$ cat src/rtl/cec_pkg.sv
// Constants, types and helpers shared by the comparator event control block
//
// Overview of operation
// - The comparator output level is one while the positive input is above the negative input, else zero.
// - The comparator output can trigger the timer capture function besides its own comparator interrupt.
// - Software chooses whether the comparator event is a rising edge, a falling edge or any toggle.
// - Setting control bit 7 switches the comparator power off, allowed at any time.
// - Control bit 6 is reserved, not writable and reads as zero.
// - Control bit 5 is read-only and shows the present comparator output level, not a latched copy.
// - The event flag at bit 4 is set when an output transition matches the selected event mode.
// - The comparator interrupt is requested only while flag, enable bit 3 and global enable are all one.
// - The event flag clears by itself when the processor runs the comparator interrupt vector.
// - Writing one to the flag position clears the flag, writing zero leaves it alone.
// - A read-modify-write of another bit writes back a set flag as one and so clears it.
// - With route bit 2 set the output feeds the timer capture front end, with it clear there is no path.
// - Mode bits 1:0 code 00 as toggle, 01 as reserved, 10 as falling edge and 11 as rising edge.
package cec_pkg;

  // ----------------------------------------------------------------
  // Register map (byte addresses)
  // ----------------------------------------------------------------
  localparam int unsigned ADDR_W        = 8;
  localparam logic [7:0]  CEC_ADDR_CTL  = 8'h08;
  localparam logic [7:0]  CEC_ADDR_STAT = 8'h0C;
  localparam logic [7:0]  CEC_ADDR_MASK = 8'h10;

  // ----------------------------------------------------------------
  // Control and status register fields
  // ----------------------------------------------------------------
  localparam int unsigned CEC_BIT_POWER_OFF = 7;
  localparam int unsigned CEC_BIT_RSVD      = 6;
  localparam int unsigned CEC_BIT_LEVEL     = 5;
  localparam int unsigned CEC_BIT_FLAG      = 4;
  localparam int unsigned CEC_BIT_IRQ_EN    = 3;
  localparam int unsigned CEC_BIT_ROUTE     = 2;
  localparam int unsigned CEC_BIT_MODE_HI   = 1;
  localparam int unsigned CEC_BIT_MODE_LO   = 0;
  localparam logic [7:0]  CEC_CTL_RESET     = 8'h00;
  localparam logic [7:0]  CEC_CTL_WMASK     = 8'h8F;

  // ----------------------------------------------------------------
  // Event mode codes
  // ----------------------------------------------------------------
  localparam logic [1:0] CEC_MODE_TOGGLE = 2'h0;
  localparam logic [1:0] CEC_MODE_RSVD   = 2'h1;
  localparam logic [1:0] CEC_MODE_FALL   = 2'h2;
  localparam logic [1:0] CEC_MODE_RISE   = 2'h3;

  // ----------------------------------------------------------------
  // Interrupt status and mask layout
  // ----------------------------------------------------------------
  localparam int unsigned CEC_STAT_W     = 2;
  localparam int unsigned CEC_STAT_MATCH = 0;
  localparam int unsigned CEC_STAT_EDGE  = 1;
  localparam logic [1:0]  CEC_STAT_RESET = 2'h0;
  localparam logic [1:0]  CEC_MASK_RESET = 2'h0;

  // Bus answer sequencer
  typedef enum logic [0:0] {
    CEC_BUS_IDLE,
    CEC_BUS_ACK
  } cec_bus_state_t;

  // Decide whether an output change matches the event mode
  function automatic logic cec_mode_match(input logic [1:0] mode, input logic rise, input logic fall);
    logic hit;
    hit = 1'b0;
    case (mode)
      CEC_MODE_TOGGLE: hit = rise | fall;
      CEC_MODE_FALL:   hit = fall;
      CEC_MODE_RISE:   hit = rise;
      default:         hit = 1'b0;
    endcase
    return hit;
  endfunction

endpackage

$ cat src/rtl/cec_sync.sv
// Two flip-flop level synchroniser with a constant reset value
`timescale 1ns/1ps
module cec_sync #(
  parameter logic RESET_VAL = 1'b0
) (
  input  wire logic clk_in,
  input  wire logic rst_b_in,
  input  wire logic d_in,
  output logic      q_out
);
  import cec_pkg::*;

  typedef struct packed {
    logic stage1;
    logic stage2;
  } cec_sync_state_t;

  cec_sync_state_t state_reg;
  cec_sync_state_t state_next;

  // Stage one is read by stage two only
  always_comb begin
    state_next        = state_reg;
    state_next.stage1 = d_in;
    state_next.stage2 = state_reg.stage1;
  end

  // Asynchronous reset to a constant
  always_ff @(posedge clk_in or negedge rst_b_in) begin
    if (!rst_b_in) begin
      state_reg <= {RESET_VAL, RESET_VAL};
    end else begin
      state_reg <= state_next;
    end
  end

  assign q_out = state_reg.stage2;
endmodule

$ cat src/rtl/cec_edge.sv
// Edge detector and event mode matcher for the comparator level
`timescale 1ns/1ps
module cec_edge (
  input  wire logic       clk_in,
  input  wire logic       rst_b_in,
  input  wire logic       level_in,
  input  wire logic [1:0] mode_in,
  output logic            match_out,
  output logic            edge_out
);
  import cec_pkg::*;

  typedef struct packed {
    logic prev;
  } cec_edge_state_t;

  cec_edge_state_t state_reg;
  cec_edge_state_t state_next;
  logic            rise;
  logic            fall;

  // Remember last level
  always_comb begin
    state_next      = state_reg;
    state_next.prev = level_in;
  end

  always_ff @(posedge clk_in or negedge rst_b_in) begin
    if (!rst_b_in) begin
      state_reg <= '0;
    end else begin
      state_reg <= state_next;
    end
  end

  // Edges of the synchronised level
  assign rise = level_in & ~state_reg.prev;
  assign fall = ~level_in & state_reg.prev;
  assign edge_out = rise | fall;
  assign match_out = cec_mode_match(mode_in, rise, fall);
endmodule

$ cat src/rtl/cec_top.sv
// Comparator event control: Avalon-MM registers, event flag, interrupts and capture route
//
// Added by the designer: the Avalon-MM slave port.
`timescale 1ns/1ps
module cec_top (
  input  wire logic                      clk_in,
  input  wire logic                      rst_b_in,
  input  wire logic [cec_pkg::ADDR_W-1:0] avs_address_in,
  input  wire logic                      avs_read_in,
  input  wire logic                      avs_write_in,
  input  wire logic [31:0]               avs_writedata_in,
  input  wire logic [3:0]                avs_byteenable_in,
  output logic      [31:0]               avs_readdata_out,
  output logic                           avs_waitrequest_out,
  input  wire logic                      comparator_raw_in,
  output logic                           comparator_power_off_out,
  input  wire logic                      global_irq_enable_in,
  input  wire logic                      vector_ack_in,
  output logic                           capture_trigger_out,
  output logic                           comparator_irq_out,
  output logic                           irq_out
);
  import cec_pkg::*;

  // ----------------------------------------------------------------
  // State record
  // ----------------------------------------------------------------
  typedef struct packed {
    cec_bus_state_t       bus;
    logic [7:0]           ctl;
    logic                 flag;
    logic [CEC_STAT_W-1:0] stat;
    logic [CEC_STAT_W-1:0] mask;
    logic [CEC_STAT_W-1:0] rd_clear;
    logic [31:0]          rdata;
    logic                 capture;
  } cec_top_state_t;

  cec_top_state_t state_reg;
  cec_top_state_t state_next;

  logic       rst_b_sync;
  logic       raw_sync;
  logic       level;
  logic       match;
  logic       any_edge;
  logic       take;
  logic       wr_ack;
  logic       rd_ack;
  logic       wr_ctl;
  logic       flag_clear;
  logic [7:0] ctl_view;

  // ----------------------------------------------------------------
  // Reset release
  // ----------------------------------------------------------------

  // Reset asserts at once and leaves two edges after the pin rises
  cec_sync #(
    .RESET_VAL (1'b0)
  ) u_rst_sync (
    .clk_in   (clk_in),
    .rst_b_in (rst_b_in),
    .d_in     (1'b1),
    .q_out    (rst_b_sync)
  );

  // ----------------------------------------------------------------
  // Comparator level path
  // ----------------------------------------------------------------

  cec_sync #(
    .RESET_VAL (1'b0)
  ) u_cmp_sync (
    .clk_in   (clk_in),
    .rst_b_in (rst_b_sync),
    .d_in     (comparator_raw_in),
    .q_out    (raw_sync)
  );

  // level means positive above negative
  // A powered-off comparator reads low; this can itself look like a falling edge
  assign level = raw_sync & ~state_reg.ctl[CEC_BIT_POWER_OFF];

  cec_edge u_edge (
    .clk_in    (clk_in),
    .rst_b_in  (rst_b_sync),
    .level_in  (level),
    .mode_in   (state_reg.ctl[CEC_BIT_MODE_HI:CEC_BIT_MODE_LO]),
    .match_out (match),
    .edge_out  (any_edge)
  );

  // ----------------------------------------------------------------
  // Register view
  // ----------------------------------------------------------------

  always_comb begin
    ctl_view                = state_reg.ctl & CEC_CTL_WMASK;
    ctl_view[CEC_BIT_RSVD]  = 1'b0;
    ctl_view[CEC_BIT_LEVEL] = level;
    ctl_view[CEC_BIT_FLAG]  = state_reg.flag;
  end

  // Bus strobes; a request is answered on its second edge
  assign take   = avs_read_in | avs_write_in;
  assign wr_ack = (state_reg.bus == CEC_BUS_ACK) & avs_write_in & avs_byteenable_in[0];
  assign rd_ack = (state_reg.bus == CEC_BUS_ACK) & avs_read_in;
  assign wr_ctl = wr_ack & (avs_address_in == CEC_ADDR_CTL);

  // flag clear sources
  // Any write of the control word with bit 4 set clears, so read-modify-write does too
  assign flag_clear = vector_ack_in | (wr_ctl & avs_writedata_in[CEC_BIT_FLAG]);

  // ----------------------------------------------------------------
  // Next state
  // ----------------------------------------------------------------
  always_comb begin
    state_next = state_reg;

    // Bus sequencer; read data is prepared one edge before the answer
    case (state_reg.bus)
      CEC_BUS_IDLE: begin
        if (take) begin
          state_next.bus      = CEC_BUS_ACK;
          state_next.rd_clear = '0;
          state_next.rdata    = 32'h0000_0000;
          if (avs_read_in) begin
            case (avs_address_in)
              CEC_ADDR_CTL: begin
                state_next.rdata = {24'h00_0000, ctl_view};
              end
              CEC_ADDR_STAT: begin
                state_next.rdata    = {30'h0000_0000, state_reg.stat};
                state_next.rd_clear = state_reg.stat;
              end
              CEC_ADDR_MASK: begin
                state_next.rdata = {30'h0000_0000, state_reg.mask};
              end
              default: begin
                state_next.rdata = 32'h0000_0000;
              end
            endcase
          end
        end
      end
      CEC_BUS_ACK: begin
        state_next.bus = CEC_BUS_IDLE;
      end
      default: begin
        state_next.bus = CEC_BUS_IDLE;
      end
    endcase

    // power-off and other writable control bits
    if (wr_ctl) begin
      state_next.ctl = avs_writedata_in[7:0] & CEC_CTL_WMASK;
    end
    if (wr_ack && (avs_address_in == CEC_ADDR_MASK)) begin
      state_next.mask = avs_writedata_in[CEC_STAT_W-1:0];
    end

    // event sets flag, set beats clear
    state_next.flag = match | (state_reg.flag & ~flag_clear);

    // Sticky status; only bits the read returned are cleared, new events win
    state_next.stat = state_reg.stat & ~(rd_ack ? state_reg.rd_clear : '0);
    state_next.stat[CEC_STAT_MATCH] = state_next.stat[CEC_STAT_MATCH] | match;
    state_next.stat[CEC_STAT_EDGE]  = state_next.stat[CEC_STAT_EDGE] | any_edge;

    state_next.capture = state_reg.ctl[CEC_BIT_ROUTE] & level;
  end

  // ----------------------------------------------------------------
  // State register
  // ----------------------------------------------------------------
  always_ff @(posedge clk_in or negedge rst_b_sync) begin
    if (!rst_b_sync) begin
      state_reg          <= '0;
      state_reg.bus      <= CEC_BUS_IDLE;
      state_reg.ctl      <= CEC_CTL_RESET;
      state_reg.stat     <= CEC_STAT_RESET;
      state_reg.mask     <= CEC_MASK_RESET;
    end else begin
      state_reg <= state_next;
    end
  end

  // ----------------------------------------------------------------
  // Outputs
  // ----------------------------------------------------------------

  // Waitrequest drops in the second cycle of every request
  assign avs_waitrequest_out = take & (state_reg.bus != CEC_BUS_ACK);
  assign avs_readdata_out    = state_reg.rdata;

  // power switch to the analog part
  assign comparator_power_off_out = state_reg.ctl[CEC_BIT_POWER_OFF];

  // capture feed, low while the route is off
  assign capture_trigger_out = state_reg.capture;

  assign comparator_irq_out = state_reg.flag & state_reg.ctl[CEC_BIT_IRQ_EN] & global_irq_enable_in;

  // Summary interrupt from masked sticky status
  assign irq_out = |(state_reg.stat & state_reg.mask);

  // ----------------------------------------------------------------
  // Checks
  // ----------------------------------------------------------------

  a_flag_on_event:
  assert property (@(posedge clk_in) disable iff (!rst_b_sync)
    match |=> state_reg.flag)
  else $error("event did not set the flag");

  a_write_one_clears:
  assert property (@(posedge clk_in) disable iff (!rst_b_sync)
    (wr_ctl && avs_writedata_in[CEC_BIT_FLAG] && !match) |=> !state_reg.flag)
  else $error("write of one did not clear the flag");

  a_write_zero_keeps:
  assert property (@(posedge clk_in) disable iff (!rst_b_sync)
    (wr_ctl && !avs_writedata_in[CEC_BIT_FLAG] && !vector_ack_in && state_reg.flag) |=> state_reg.flag)
  else $error("write of zero changed the flag");

  a_vector_clears:
  assert property (@(posedge clk_in) disable iff (!rst_b_sync)
    (vector_ack_in && !match) |=> !state_reg.flag)
  else $error("vector did not clear the flag");

  a_irq_needs_all:
  assert property (@(posedge clk_in) disable iff (!rst_b_sync)
    (state_reg.flag && !state_reg.ctl[CEC_BIT_IRQ_EN]) |-> !comparator_irq_out)
  else $error("interrupt without enable");

  a_irq_after_event:
  assert property (@(posedge clk_in) disable iff (!rst_b_sync)
    (match && state_reg.ctl[CEC_BIT_IRQ_EN] && !wr_ctl) ##1 global_irq_enable_in |-> comparator_irq_out)
  else $error("enabled event gave no interrupt");

  a_reserved_reads_zero:
  assert property (@(posedge clk_in) disable iff (!rst_b_sync)
    (rd_ack && avs_address_in == CEC_ADDR_CTL) |-> !avs_readdata_out[CEC_BIT_RSVD])
  else $error("reserved bit read as one");

  a_level_read_live:
  assert property (@(posedge clk_in) disable iff (!rst_b_sync)
    (take && state_reg.bus == CEC_BUS_IDLE && avs_read_in && avs_address_in == CEC_ADDR_CTL)
      |=> avs_readdata_out[CEC_BIT_LEVEL] == $past(level))
  else $error("level bit not current");

  a_route_off_quiet:
  assert property (@(posedge clk_in) disable iff (!rst_b_sync)
    !state_reg.ctl[CEC_BIT_ROUTE] |=> !capture_trigger_out)
  else $error("capture fed while route off");

  a_route_follows:
  assert property (@(posedge clk_in) disable iff (!rst_b_sync)
    (state_reg.ctl[CEC_BIT_ROUTE] && level) |=> capture_trigger_out)
  else $error("capture does not follow level");

  a_power_off_write:
  assert property (@(posedge clk_in) disable iff (!rst_b_sync)
    (wr_ctl && avs_writedata_in[CEC_BIT_POWER_OFF]) |=> comparator_power_off_out && !level)
  else $error("power-off write not applied");

  a_reserved_mode:
  assert property (@(posedge clk_in) disable iff (!rst_b_sync)
    (state_reg.ctl[CEC_BIT_MODE_HI:CEC_BIT_MODE_LO] == CEC_MODE_RSVD) |-> !match)
  else $error("event raised in reserved mode");

  a_rise_mode:
  assert property (@(posedge clk_in) disable iff (!rst_b_sync)
    (state_reg.ctl[CEC_BIT_MODE_HI:CEC_BIT_MODE_LO] == CEC_MODE_RISE && match) |-> level && !$past(level))
  else $error("rising mode matched a non-rise");

  a_sync_delay:
  assert property (@(posedge clk_in) disable iff (!rst_b_sync)
    (!state_reg.ctl[CEC_BIT_POWER_OFF] && comparator_raw_in) ##1 !state_reg.ctl[CEC_BIT_POWER_OFF]
      ##1 !state_reg.ctl[CEC_BIT_POWER_OFF] |-> level)
  else $error("level not through two stages");

  a_bus_one_wait:
  assert property (@(posedge clk_in) disable iff (!rst_b_sync)
    (take && avs_waitrequest_out) |=> !avs_waitrequest_out)
  else $error("waitrequest held beyond one cycle");

  // Waitrequest is combinational, so a request is never answered in its
  // first cycle; a master that samples at the rising edge cannot miss
  // the single low cycle that follows
  a_wait_on_take:
  assert property (@(posedge clk_in) disable iff (!rst_b_sync)
    (take && state_reg.bus == CEC_BUS_IDLE) |-> avs_waitrequest_out)
  else $error("request answered without a wait cycle");

  a_mask_write_lands:
  assert property (@(posedge clk_in) disable iff (!rst_b_sync)
    (wr_ack && avs_address_in == CEC_ADDR_MASK) |=> state_reg.mask == $past(avs_writedata_in[CEC_STAT_W-1:0]))
  else $error("mask write not stored");

  a_status_read_clears:
  assert property (@(posedge clk_in) disable iff (!rst_b_sync)
    (rd_ack && avs_address_in == CEC_ADDR_STAT && !match && !any_edge)
      |=> (state_reg.stat & $past(state_reg.rd_clear)) == '0)
  else $error("status read did not clear returned bits");

  a_edge_sticky:
  assert property (@(posedge clk_in) disable iff (!rst_b_sync)
    any_edge |=> state_reg.stat[CEC_STAT_EDGE])
  else $error("level change not recorded in status");

  a_match_sticky:
  assert property (@(posedge clk_in) disable iff (!rst_b_sync)
    match |=> state_reg.stat[CEC_STAT_MATCH])
  else $error("event not recorded in status");

  a_power_forces_low:
  assert property (@(posedge clk_in) disable iff (!rst_b_sync)
    comparator_power_off_out |-> !level)
  else $error("level seen while powered off");

  a_fall_mode:
  assert property (@(posedge clk_in) disable iff (!rst_b_sync)
    (state_reg.ctl[CEC_BIT_MODE_HI:CEC_BIT_MODE_LO] == CEC_MODE_FALL && match) |-> !level && $past(level))
  else $error("falling mode matched a non-fall");

  a_toggle_mode:
  assert property (@(posedge clk_in) disable iff (!rst_b_sync)
    (state_reg.ctl[CEC_BIT_MODE_HI:CEC_BIT_MODE_LO] == CEC_MODE_TOGGLE && any_edge) |-> match)
  else $error("toggle mode missed a level change");

  // Bits outside the write mask must never be stored, although the register
  // view masks them again and forces the reserved bit to zero
  a_reserved_not_stored:
  assert property (@(posedge clk_in) disable iff (!rst_b_sync)
    wr_ctl |=> (state_reg.ctl & ~CEC_CTL_WMASK) == 8'h00)
  else $error("unwritable control bit stored");

  a_route_write:
  assert property (@(posedge clk_in) disable iff (!rst_b_sync)
    wr_ctl |=> state_reg.ctl[CEC_BIT_ROUTE] == $past(avs_writedata_in[CEC_BIT_ROUTE]))
  else $error("route bit write not stored");

endmodule

$ cat config.mk
export PLATFORM = sky130hd
export DESIGN_NAME = cec_top
export DESIGN_NICKNAME = d
export VERILOG_FILES = /design/src/rtl/cec_pkg.sv /design/src/rtl/cec_sync.sv /design/src/rtl/cec_edge.sv /design/src/rtl/cec_top.sv
export SDC_FILE = /design/constraint.sdc
export NUM_CORES = 1
export LEC_CHECK = 0
export BUFFER_PORTS_ARGS = -buffer_cell sky130_fd_sc_hd__buf_2
export CORE_MARGIN = 2
export CORE_UTILIZATION = 38
export CTS_CLUSTER_SIZE = 40
export DETAILED_ROUTE_END_ITERATION = 6
export GPL_ROUTABILITY_DRIVEN = 0
export PLACE_DENSITY = 0.85
export SYNTH_ARGS = -nofsm -noshare
export SYNTH_HDL_FRONTEND = slang
export SYNTH_HIERARCHICAL = 1
export SYNTH_SLANG_ARGS = --single-unit
$ cat constraint.sdc
create_clock -name clk_in -period 0.95 [get_ports clk_in]
set_input_delay 0.19 -clock clk_in [delete_from_list [all_inputs] [get_ports clk_in]]
set_output_delay 0.19 -clock clk_in [all_outputs]
set_load 0.005 [all_outputs]
==> reports/metrics.sh, run 1 <==
POWER.DENSITY_CELL_AREA_nW_PER_UM2=1100
CRITPATHCAPTURETYPE='register'
LEADING_CELL_TYPE_BY_NUMBER_OF_INSTANCES_AFTER_SYNTHESIS='buf_4'
CTS.ROOT.BUFFER_CELL='clkbuf_4'
WORST_SLACK_PS=-536
NETLIST.AREA_LEADER.SHARE_PCT=47.2
YOSYS-TOP-CELLS-COUNT='buf_4 (32), dfrtp_1 (26), mux2_2 (9), a22o_1 (6), nand2_1 (6)'
SYN-MEAN-INSTANCE-AREA_UM2=11.4
GRT_START_MAX_NET_PINS=25
DIE_AREA_UM2=4120
YOSYS.AREA.TOP_TYPE='dfrtp_1'
DOMINANT_COMBINATIONAL_CELL_FAMILY_BY_AREA_AFTER_SYNTHESIS='buffers and inverters'
FINAL_UTIL_PCT=56.6
DIE_W_UM=64.2
OVERFLOW=0
FF2FF_PATH_DEPTH=6
CRIT_FANOUT=3
DETAIL_ROUTE.DRC_VIOLATIONS=0
FIN_TOTAL_PWR_mW=2.13
WORST_EP_ARRIVAL_TIME_PS=1770
YOSYSSEQAREASHARE_PCT=47.2
VIAS_IN_THE_FIRST_GLOBAL_ROUTE=1018
POSTROUTEWIRELENGTH_MM=3.12
CLOCK_SLEW_AT_THE_REGISTER_CLOCK_PINS_OF_THE_WORST_SETUP_AND_HOLD_PATHS_PS=130
INSERTION_DELAY_PS=340
SYNTH.FF_LATCH_COUNT=26
FLOORPLAN_DIE_HEIGHT_UM=64.2
GRT_PASS1_WL_MM=4.60
TIMING.FINAL.CRIT_PERIOD_PS=1490
CLK_PATH_BUF_DEPTH=2
FLOORPLAN.ROWS=21
DRV_CAP=0
POST-DP-HPWL_MM=1.98
VIA_COUNT_OF_THE_ROUTED_DESIGN=1056
DETAIL_ROUTE.VIAS_PER_CELL=4.44
SYNTH_CELL_TYPES=28
YOSYSWARNINGS=6
FINAL_MIN_PERIOD_OVER_CLOCK_PERIOD_PCT=156
IR_WORST_VDD_V=0.000440
GR-USAGE-ALL-LAYERS_PCT=14.9
GRT_UTIL_MET3_PCT=2.82
HOLD_VIOL=0
ACHIEVABLE-FREQUENCY_MHz=673
WORST_SETUP_PATH_START_KIND='register'
TIMING.CRITICAL_PATH.REQUIRED_PS=1230
HOLD_DEPTH=2
PEAK_USAGE_LAYER_IN_THE_GLOBAL_ROUTING_REPORT='met2'
SYNTH_SIMPLE_GATE_AREA_SHARE_PCT=14.1
NUM_IO_PINS=88
HP-CLASS='in2reg'
DRT_ITER0_DRC=31
SYNTH_ASYNC_SR_FLOP_SHARE_PCT=100
CTS-HTREE-LEVELS=1
LAYOUT_AREA_GROWTH_OVER_SYNTHESIS_PCT=40.3
DRV_SLEW=0
WIRE_PER_INST_UM=13.1
DRIVE_GT1_SHARE_PCT=56.3
SYN-CELL-AREA_UM2=1380
SETUP_VIOL_COUNT_FINAL=31
YOSYS.AREA_SHARE.XOR_XNOR_PCT=0
INITIAL_CORE_UTIL_PCT=40.3
GLOBAL_ROUTE.USAGE.MET2_PCT=25.7
DRT_PASS_1_ITERS=4
NETS=246
GATE_COUNT_POST_SYNTH=121
INSERTEDDIODECOUNT=0
RUN_STATUS='complete, but fails checks'
SYNTH_FF_TYPE='dfrtp_1'
RSZ0062_AT_GRT='true'
CELL_TYPES_WITH_THE_LARGEST_AREA_SHARE_AFTER_SYNTHESIS='dfrtp_1 (47%), buf_4 (17%), mux2_2 (7.4%)'
ANTENNA_VIOLATING_NETS_POST_ROUTE=0
SYNTH-EDFF-COUNT=0
GRT_ANTENNA_BEFORE_REPAIR=0
SYNTH_COMPOUND_AREA_SHARE_PCT=10.4
MET1_USAGE_PCT=17.0
TIMING.SETUP.CRITICAL_PATH_CLASS='reg2reg'
CORE_AREA_UM2=3420
TRITONCTS='yes'
CLOCK_SINK_COUNT=26
TRITONCTS.NUM_BUFFERS=3
SYNTHMUXAREASHARE_PCT=7.36
PORT_BUFFERS=33
VIOLATED_CHECKS='negative setup slack'
YOSYS.AREA_SHARE.ADDER_PCT=1.82
FINALCLOCKSKEW_PS=4.76
POWER.LEAKAGE_nW=1.04
==> layout make-up <==
cell class              count  area [µm²]
clock buffers               4        36.3
fillers                   293        1480
multi-input cells          83         662
inverters                   4        15.0
repair buffers             75         512
flip-flops and latches     26         651
well taps                  46        57.6
==> what timing repair did <==
action | in CTS | in global routing
resized for setup | 15 | 8
setup buffers | 15 | 9
hold buffers | 2 | 0
pin swaps | 6 | 7
endpoints found under the hold margin | 3 | 0
setup endpoints to repair | 31 | 31
==> report_power, final <==
part | total [mW] | internal (mW) | switching [mW] | leakage (nW)
clock network | 0.583 | 0.236 | 0.347 | 0.0210
logic | 0.403 | 0.209 | 0.194 | 0.684
registers | 1.15 | 1.13 | 0.0143 | 0.336
==> routing by layer <==
layer | vias to the layer above | part of all wire (%) | routed length, µm
li1 | 501 | - | -
met5 | - | 0 | 0
met3 | 7 | 5.5 | 172
met1 | 505 | 41 | 1290
met4 | 0 | 3.0 | 93
met2 | 43 | 50 | 1570
==> critical path, stage by stage, from the launching register on <==
cell and delay, ps:
dfrtp_1 430, nor2b_4 160, ha_4 210, nor2b_4 130
o31ai_4 210, nand2b_1 150, o22a_1 150
==> through the flow <==
step	setup WS [ps]	instance area, µm²	hold WS [ps]	cells	TNS, ps
after global routing	-597	1930	68.8	238	-8080
after global placement	-446	1640	-23.3	210	-4810
final	-536	1930	70.9	238	-7120
after CTS	-476	1860	79.6	231	-6610
after floorplan	-468	1520	-106	145	-2220
after detailed placement	-496	1640	-22.3	210	-5040
==> path summary, 6_finish.rpt <==
kind | from | end | slack, ps
worst max register to register | comparator_power_off_out | ctl_view[4] | -540
worst min-delay path | avs_writedata_in[7] | comparator_power_off_out | 70
min in group asynchronous | rst_b_in | u_rst_sync/state_next[0] | 130
worst max-delay path | comparator_power_off_out | ctl_view[4] | -540
max in group asynchronous | u_rst_sync/q_out | ctl_view[4] | 510
worst min register to register | u_rst_sync/q_out | u_edge/state_reg | 220
==> cell families after synthesis <==
family,count (synthesis)
buffers and inverters,36
and+or+nand+nor,28
DFF,26
AOI/OAI and AO/OA,18
muxes,9
adders and majority gates,2
other,2
==> layout by cell type, fill, tap and decap left out, types with 2 or more instances in the layout <==
| cell type | count |
|---|---|
| buf_2 | 33 |
| buf_4 | 33 |
| conb_1 | 26 |
| dfrtp_1 | 26 |
| mux2_2 | 7 |
| buf_6 | 7 |
| a22o_1 | 6 |
| nor2b_4 | 4 |
| nand2_1 | 4 |
| nand3_1 | 3 |
| clkbuf_4 | 3 |
| inv_1 | 3 |
| nor2b_1 | 2 |
| nor3b_2 | 2 |
| a21o_1 | 2 |
| nand4_1 | 2 |
| nand2_2 | 2 |
| o21ai_2 | 2 |
| mux2_4 | 2 |
| a22oi_2 | 2 |
| o21ai_1 | 2 |
| dlygate4sd3_1 | 2 |
Power figures use the tool's default switching activity.
==> run 2: changes to the inputs <==
--- a/config.mk
+++ b/config.mk
@@ -12,6 +12,7 @@
 export DETAILED_ROUTE_END_ITERATION = 6
 export GPL_ROUTABILITY_DRIVEN = 0
 export PLACE_DENSITY = 0.85
+export SETUP_SLACK_MARGIN = 0.4
 export SYNTH_ARGS = -nofsm -noshare
 export SYNTH_HDL_FRONTEND = slang
 export SYNTH_HIERARCHICAL = 1
==> run 2 against run 1 <==
The flow finishes with violations (negative hold slack, negative setup slack). Critical path depth did not move. Critical endpoint unchanged. Core utilization shrank 0.44 points. Combinational power about the same. Cell count is 1.7% lower. Wire length shrank 10%. Critical path type unchanged. Highest routed layer unchanged. Largest cell class unchanged. Hold slack worse by 92 ps.
==> reports/metrics.sh, run 2 (same netlist as run 1, synthesis figures left out) <==
GR-USAGE-ALL-LAYERS_PCT=13.6  # -1.3 points
PATH_DELAY_FAMILY='simple AND/OR/NAND/NOR gates'
TIMING.SETUP.CRITICAL_PATH_CLASS='reg2reg'
FIN_TOTAL_PWR_mW=2.09  # -2.1%
CLOCK_SINK_COUNT=26  # unchanged
INTPOWER_mW=1.58  # +0.37%
RSZ0062_AT_GRT='true'
NETS=242  # -1.6%
DIE_W_UM=64.2  # unchanged
HIGHEST_METAL_USED='met4'
RUN_STATUS='complete, but fails checks'
TIMING.FINAL.CRIT_PERIOD_PS=1420  # -63.3 ps
VIOLATED_CHECKS='negative hold slack, negative setup slack'
FLOORPLAN.ROWS=21  # unchanged
TRITONCTS.NUM_BUFFERS=3  # unchanged
MET3_WIRELENGTH_UM=154  # -10%
DRV_CAP=0  # unchanged
FINAL_MIN_PERIOD_OVER_CLOCK_PERIOD_PCT=150  # -6.7 points
FINALCLOCKSKEW_PS=6.70  # +1.93 ps
FINAL_UTIL_PCT=56.2  # -0.44 points
DRT_ITER0_DRC=61  # +97%
FF2FF_PATH_DEPTH=6  # unchanged
DETAIL_ROUTE.DRC_VIOLATIONS=0  # unchanged
WORST_SETUP_PATH_START_KIND='register'
CORE_AREA_UM2=3420  # unchanged
INITIAL_CORE_UTIL_PCT=40.3  # unchanged
WIRE_PER_INST_UM=12.0  # -8.7%
WORST_SLACK_PS=-473  # +63.3 ps
POSTROUTEWIRELENGTH_MM=2.80  # -10%
CTS.ROOT.BUFFER_CELL='clkbuf_4'
INSERTEDDIODECOUNT=0  # unchanged
POWER_SWITCHING_SHARE_PCT=24.2  # -1.9 points
CRITPATHCAPTURETYPE='register'
POST-DP-HPWL_MM=1.97  # -0.67%
POWER.SHARE.CLOCK_PCT=25.6  # -1.7 points
HOLD_DEPTH=1  # -1
VIAS_IN_THE_FIRST_GLOBAL_ROUTE=1010  # -0.79%
POWER_FRAC_COMB_PCT=19.3  # +0.4 points
NUM_IO_PINS=88  # unchanged
TRITONCTS='yes'
M1WIRELENGTH_MM=1.21  # -6.1%
LAYOUT_COMMONEST_CELL='buf_2'
DRT_PASS_1_ITERS=4  # unchanged
TIMING.HOLD.WORST.START='comparator_raw_in'
CTS-HTREE-LEVELS=1  # unchanged
CRIT_PATH_MAX_INCR_DELAY_PS=430  # about the same
CP_COMMON_CELL='nor2b_4'
MET2_WIRELENGTH_MM=1.42  # -9.2%
IR_WORST_VDD_V=0.00108  # +150%
WORST_EP_ARRIVAL_TIME_PS=1690  # -80 ps
HOLD_WS_PS=-21.4  # -92.3 ps
GRT_PASS1_WL_MM=4.36  # -5.3%
POWER.LEAKAGE_nW=1.01  # -2.6%
P_SEQ_SHARE_PCT=55.1  # +1.3 points
ANTENNA_VIOLATING_NETS_POST_ROUTE=0  # unchanged
INSERTION_DELAY_PS=310  # -30 ps
TIMING.CRITICAL_PATH.REQUIRED_PS=1210  # -20 ps
DRV_SLEW=0  # unchanged
CLK_PATH_BUF_DEPTH=2  # unchanged
LAYOUT.CELLS.MOST_COMMON_LIST='buf_2 (31), buf_4 (29), conb_1 (26)'
WORST_R2R_ENDPOINT='ctl_view[4]'
GRT_ANTENNA_BEFORE_REPAIR=0  # unchanged
DIE_AREA_UM2=4120  # unchanged
DETAIL_ROUTE.VIAS_PER_CELL=4.46  # +0.55%
HOLD_END='u_cmp_sync/state_next[0]'
REGTOREGSETUPSLACK_PS=-470  # +60 ps
CRIT_FANOUT=3  # unchanged
DRIVE_GT1_SHARE_PCT=55.9  # -0.40 points
CLOCK_SLEW_AT_THE_REGISTER_CLOCK_PINS_OF_THE_WORST_SETUP_AND_HOLD_PATHS_PS=130  # about the same
HP-CLASS='in2reg'
CRITICAL_PATH_BUF_INV_COUNT=0  # unchanged
PORT_BUFFERS=33  # unchanged
TIMING.RR.START='comparator_power_off_out'
POWER.DENSITY_CELL_AREA_nW_PER_UM2=1090  # -1.3%
HOLD_VIOL=1  # +1
VIA_COUNT_OF_THE_ROUTED_DESIGN=1044  # -1.1%
CRIT_PATH_CELL_TRACE='nor2b_4 -> ha_4 -> nor2b_4 -> o31ai_4 -> nand2b_1 -> o22a_1'
PSW_mW=0.504  # -9.1%
PLACE_WS_PS=-496  # -0.235 ps
SETUP_VIOL_COUNT_FINAL=32  # +3.2%
CTS-HOLD-FIX-BUFFERS=1  # -1
CRITICAL_PATH_CELL_WITH_THE_HIGHEST_STAGE_DELAY='dfrtp_1'
GRT_START_MAX_NET_PINS=25  # unchanged
OVERFLOW=0  # unchanged
LAYOUT_AREA_GROWTH_OVER_SYNTHESIS_PCT=39.2
ACHIEVABLE-FREQUENCY_MHz=703  # +4.4%
FLOORPLAN_DIE_HEIGHT_UM=64.2  # unchanged
==> run 2: cell type report <==
class                   instances  area, µm²
clock buffers                   4       36.3
fillers                       292       1500
inverters                       4       15.0
multi-input cells              83        653
flip-flops and latches         26        652
well taps                      46       57.6
repair buffers                 71        504
==> run 2: per-layer routing <==
| layer | GRT usage, % | up-vias |
|---|---|---|
| met5 | 0 | - |
| met4 | 4.52 | 0 |
| met3 | 4.05 | 2 |
| met2 | 22.7 | 37 |
| met1 | 16.7 | 513 |
| li1 | - | 492 |
==> run 2: power groups by stage <==
stage	Combinational, mW	Sequential (mW)	Clock, mW
4_1_cts	0.375	1.15	0.560
6_report	0.403	1.15	0.535
5_1_grt	0.438	1.15	0.619
2_1_floorplan	0.215	1.18	0
3_5_place_dp	0.305	1.17	0
3_3_place_gp	0.299	1.17	0
==> run 2: worst max path at each step <==
stage | from | endpoint | cells past startpoint
after floorplan | comparator_power_off_out | ctl_view[4] | 6
after global placement | comparator_power_off_out | ctl_view[4] | 6
after detailed placement | comparator_power_off_out | ctl_view[4] | 6
after CTS | comparator_power_off_out | ctl_view[4] | 7
after global routing | comparator_power_off_out | ctl_view[4] | 7
final | comparator_power_off_out | ctl_view[4] | 6
==> run 2: worst reg2reg max path, delay by kind of cell (launching register included) <==
kind / cells / cell delay [ps]
AOI/OAI and AO/OA: 2 / 310
and+or+nand+nor: 3 / 430
adders and majority gates: 1 / 220
DFF: 1 / 430
==> run 2: through the flow <==
stage | instances | hold WS (ps) | cell area [µm²] | setup TNS, ps
global route | 234 | -50.9 | 1920 | -8470
CTS | 229 | -38.1 | 1850 | -6640
floorplan | 145 | -106 | 1550 | -2220
finish | 234 | -21.4 | 1920 | -6950
global placement | 209 | -23.7 | 1640 | -4680
detailed placement | 209 | -21.5 | 1640 | -5040
==> run 2: repair_timing <==
action | 4_1_cts | 5_1_grt
hold endpoints to repair | 3 | 1
buffers inserted | 15 | 5
gates resized for setup | 12 | 6
pin swaps | 5 | 5
endpoints found under the setup margin | 34 | 34
==> run 3: changes to the inputs <==
--- a/config.mk
+++ b/config.mk
@@ -7,11 +7,11 @@
 export LEC_CHECK = 0
 export BUFFER_PORTS_ARGS = -buffer_cell sky130_fd_sc_hd__buf_2
 export CORE_MARGIN = 2
-export CORE_UTILIZATION = 38
+export CORE_UTILIZATION = 30
 export CTS_CLUSTER_SIZE = 40
 export DETAILED_ROUTE_END_ITERATION = 6
 export GPL_ROUTABILITY_DRIVEN = 0
-export PLACE_DENSITY = 0.85
+export PLACE_DENSITY = 0.71
 export SETUP_SLACK_MARGIN = 0.4
 export SYNTH_ARGS = -nofsm -noshare
 export SYNTH_HDL_FRONTEND = slang
==> run 3 against run 2 <==
The flow finishes with violations (negative setup slack). Flip-flop and latch count stayed put. Design area is 4.7% higher. Core utilization is 10 points lower. First-iteration DRC count is 21% higher. Critical path depth stayed put. Setup slack worse by 20 ps. Cell count is 3.4% higher. Clock skew is 2.0 ps higher. Die area is 25% higher.
==> reports/metrics.sh, run 3 (same netlist as run 1, synthesis figures left out) <==
CRITICAL_PATH_BUF_INV_COUNT=0  # unchanged
POWER.DENSITY_CELL_AREA_nW_PER_UM2=1260  # +15%
LAYOUT.CELLS.MOST_COMMON_LIST='buf_2 (32), conb_1 (26), dfrtp_1 (25), buf_4 (25), buf_6 (14)'
ACHIEVABLE-FREQUENCY_MHz=693  # -1.4%
FLOORPLAN.ROWS=24  # +14%
LAYOUT_AREA_GROWTH_OVER_SYNTHESIS_PCT=45.8
CLOCK_SINK_COUNT=26  # unchanged
FLOORPLAN_DIE_HEIGHT_UM=71.8  # +12%
FF2FF_PATH_DEPTH=6  # unchanged
INTPOWER_mW=1.95  # +23%
IR_WORST_VDD_V=0.00107  # -1.4%
POWER.LEAKAGE_nW=1.05  # +3.9%
CRIT_PATH_MAX_INCR_DELAY_PS=410  # -20 ps
TIMING.SETUP.CRITICAL_PATH_CLASS='reg2reg'
GR-USAGE-ALL-LAYERS_PCT=11.3  # -2.2 points
CRIT_PATH_CELL_TRACE='nor2b_4 -> ha_4 -> nor2b_4 -> o31ai_4 -> nand2b_1 -> o22a_1'
GRT_START_MAX_NET_PINS=25  # unchanged
FIN_TOTAL_PWR_mW=2.52  # +21%
VIOLATED_CHECKS='negative setup slack'
GRT_PASS1_WL_MM=4.55  # +4.4%
LAYOUT_COMMONEST_CELL='buf_2'
CLK_PATH_BUF_DEPTH=2  # unchanged
RUN_STATUS='complete, but fails checks'
POSTROUTEWIRELENGTH_MM=3.05  # +8.8%
DETAIL_ROUTE.VIAS_PER_CELL=4.32  # -3.1%
CTS-HTREE-LEVELS=1  # unchanged
TIMING.CRITICAL_PATH.REQUIRED_PS=1170  # -40 ps
DRT_ITER0_DRC=74  # +21%
SETUP_TOTAL_NEGATIVE_SLACK_PS=-5920  # +1030 ps
FINAL_MIN_PERIOD_OVER_CLOCK_PERIOD_PCT=152  # +2.1 points
VIA_COUNT_OF_THE_ROUTED_DESIGN=1046  # +0.19%
WORST_SLACK_PS=-493  # -19.7 ps
FINAL_UTIL_PCT=45.8  # -10 points
CLOCK_SLEW_AT_THE_REGISTER_CLOCK_PINS_OF_THE_WORST_SETUP_AND_HOLD_PATHS_PS=100  # -30 ps
POWER.SHARE.CLOCK_PCT=36.2  # +11 points
INSERTION_DELAY_PS=270  # -40 ps
RSZ0062_AT_GRT='true'
CP.DEPTH=6  # unchanged
FINALCLOCKSKEW_PS=8.67  # +1.98 ps
TRITONCTS.NUM_BUFFERS=3  # unchanged
CRITPATHCAPTURETYPE='register'
CRITICAL_PATH_CELL_WITH_THE_HIGHEST_STAGE_DELAY='dfrtp_1'
INITIAL_CORE_UTIL_PCT=31.4  # -8.9 points
PORT_BUFFERS=33  # unchanged
OVERFLOW=0  # unchanged
LAYOUT.FILLER_CELLS=406  # +39%
HP-CLASS='in2reg'
NETS=244  # +0.83%
CP_COMMON_CELL='nor2b_4'
DPL.CELL_COUNT=215  # +2.9%
INSERTEDDIODECOUNT=0  # unchanged
POST-DP-HPWL_MM=2.04  # +3.5%
HOLD_VIOL=0  # -1
FINAL_CELL_COUNT_NO_FILL=242  # +3.4%
VIAS_IN_THE_FIRST_GLOBAL_ROUTE=976  # -3.4%
CTS.ROOT.BUFFER_CELL='clkbuf_8'
DRV_SLEW=0  # unchanged
DRT_PASS_1_ITERS=4  # unchanged
DIE_AREA_UM2=5150  # +25%
CRIT_FANOUT=3  # unchanged
TRITONCTS='yes'
P_SEQ_SHARE_PCT=45.5  # -9.6 points
PATH_DELAY_FAMILY='simple AND/OR/NAND/NOR gates'
TIMING.FINAL.CRIT_PERIOD_PS=1440  # +19.7 ps
NUM_IO_PINS=88  # unchanged
WORST_SETUP_PATH_START_KIND='register'
HOLD_DEPTH=1  # unchanged
DRV_CAP=0  # unchanged
CORE_AREA_UM2=4380  # +28%
PSW_mW=0.570  # +13%
GRT_ANTENNA_BEFORE_REPAIR=0  # unchanged
DIE_W_UM=71.8  # +12%
WIRE_PER_INST_UM=12.6  # +5.2%
DRIVE_GT1_SHARE_PCT=57.9  # +2.0 points
POWER_FRAC_COMB_PCT=18.3  # -1.0 points
WORST_EP_ARRIVAL_TIME_PS=1660  # -30 ps
ANTENNA_VIOLATING_NETS_POST_ROUTE=0  # unchanged
DETAIL_ROUTE.DRC_VIOLATIONS=0  # unchanged
SETUP_VIOL_COUNT_FINAL=32  # unchanged
POWER_SWITCHING_SHARE_PCT=22.6  # -1.6 points
HOLD_WS_PS=27.9  # +49.3 ps
==> run 3: area by class of cell <==
cell class	instances	area [µm²]	area share [%]
repair buffers	73	536	26.7
well taps	52	65.1	3.24
inverters	4	15.0	0.748
multi-input cells	83	669	33.3
clock inverters	1	30.0	1.50
flip-flops and latches	26	652	32.5
clock buffers	3	41.3	2.06
==> run 3: metal layers <==
layer | up-vias | part of all wire (%) | track usage [%]
li1 | 498 | - | -
met1 | 515 | 42 | 14.5
met2 | 31 | 53 | 20.1
met3 | 2 | 4.4 | 2.39
met4 | 0 | 0.56 | 1.89
met5 | - | 0 | 0
==> run 3: power by group through the flow <==
stage                     combinational, mW  clock (mW)  sequential (mW)
after detailed placement              0.312           0             1.17
final                                 0.462       0.913             1.15
after global routing                  0.499       0.989             1.15
after global placement                0.305           0             1.17
after floorplan                       0.215           0             1.18
after CTS                             0.436       0.928             1.15
==> run 3: repair_timing <==
item	in CTS	in global routing
pin swaps	9	11
gates resized for setup	18	10
hold buffers	1	0
endpoints found under the hold margin	2	0
setup buffers	17	4
setup endpoints to repair	34	34
cloned	1	0
==> run 3: path summary, 6_finish.rpt <==
kind                                           from                       end  slack, ps
max                        comparator_power_off_out               ctl_view[4]       -490
max reg2reg                comparator_power_off_out               ctl_view[4]       -490
min                               comparator_raw_in  u_cmp_sync/state_next[0]         30
min in group asynchronous          u_rst_sync/q_out               ctl_view[2]        190
max in group asynchronous          u_rst_sync/q_out               ctl_view[0]        610
min reg2reg                        u_rst_sync/q_out               ctl_view[2]        190
==> run 3: worst reg2reg max path, cell delays in order, from the launching register on <==
cell	delay, ps
dfrtp_1	410
nor2b_4	180
ha_4	220
nor2b_4	130
o31ai_4	210
nand2b_1	140
o22a_1	120
==> run 3: metrics by stage <==
| stage | worst slack (ps) | area [µm²] |
|---|---|---|
| after floorplan | -468 | 1550 |
| after global placement | -455 | 1650 |
| after detailed placement | -497 | 1650 |
| after CTS | -482 | 1940 |
| after global routing | -552 | 2010 |
| final | -493 | 2010 |
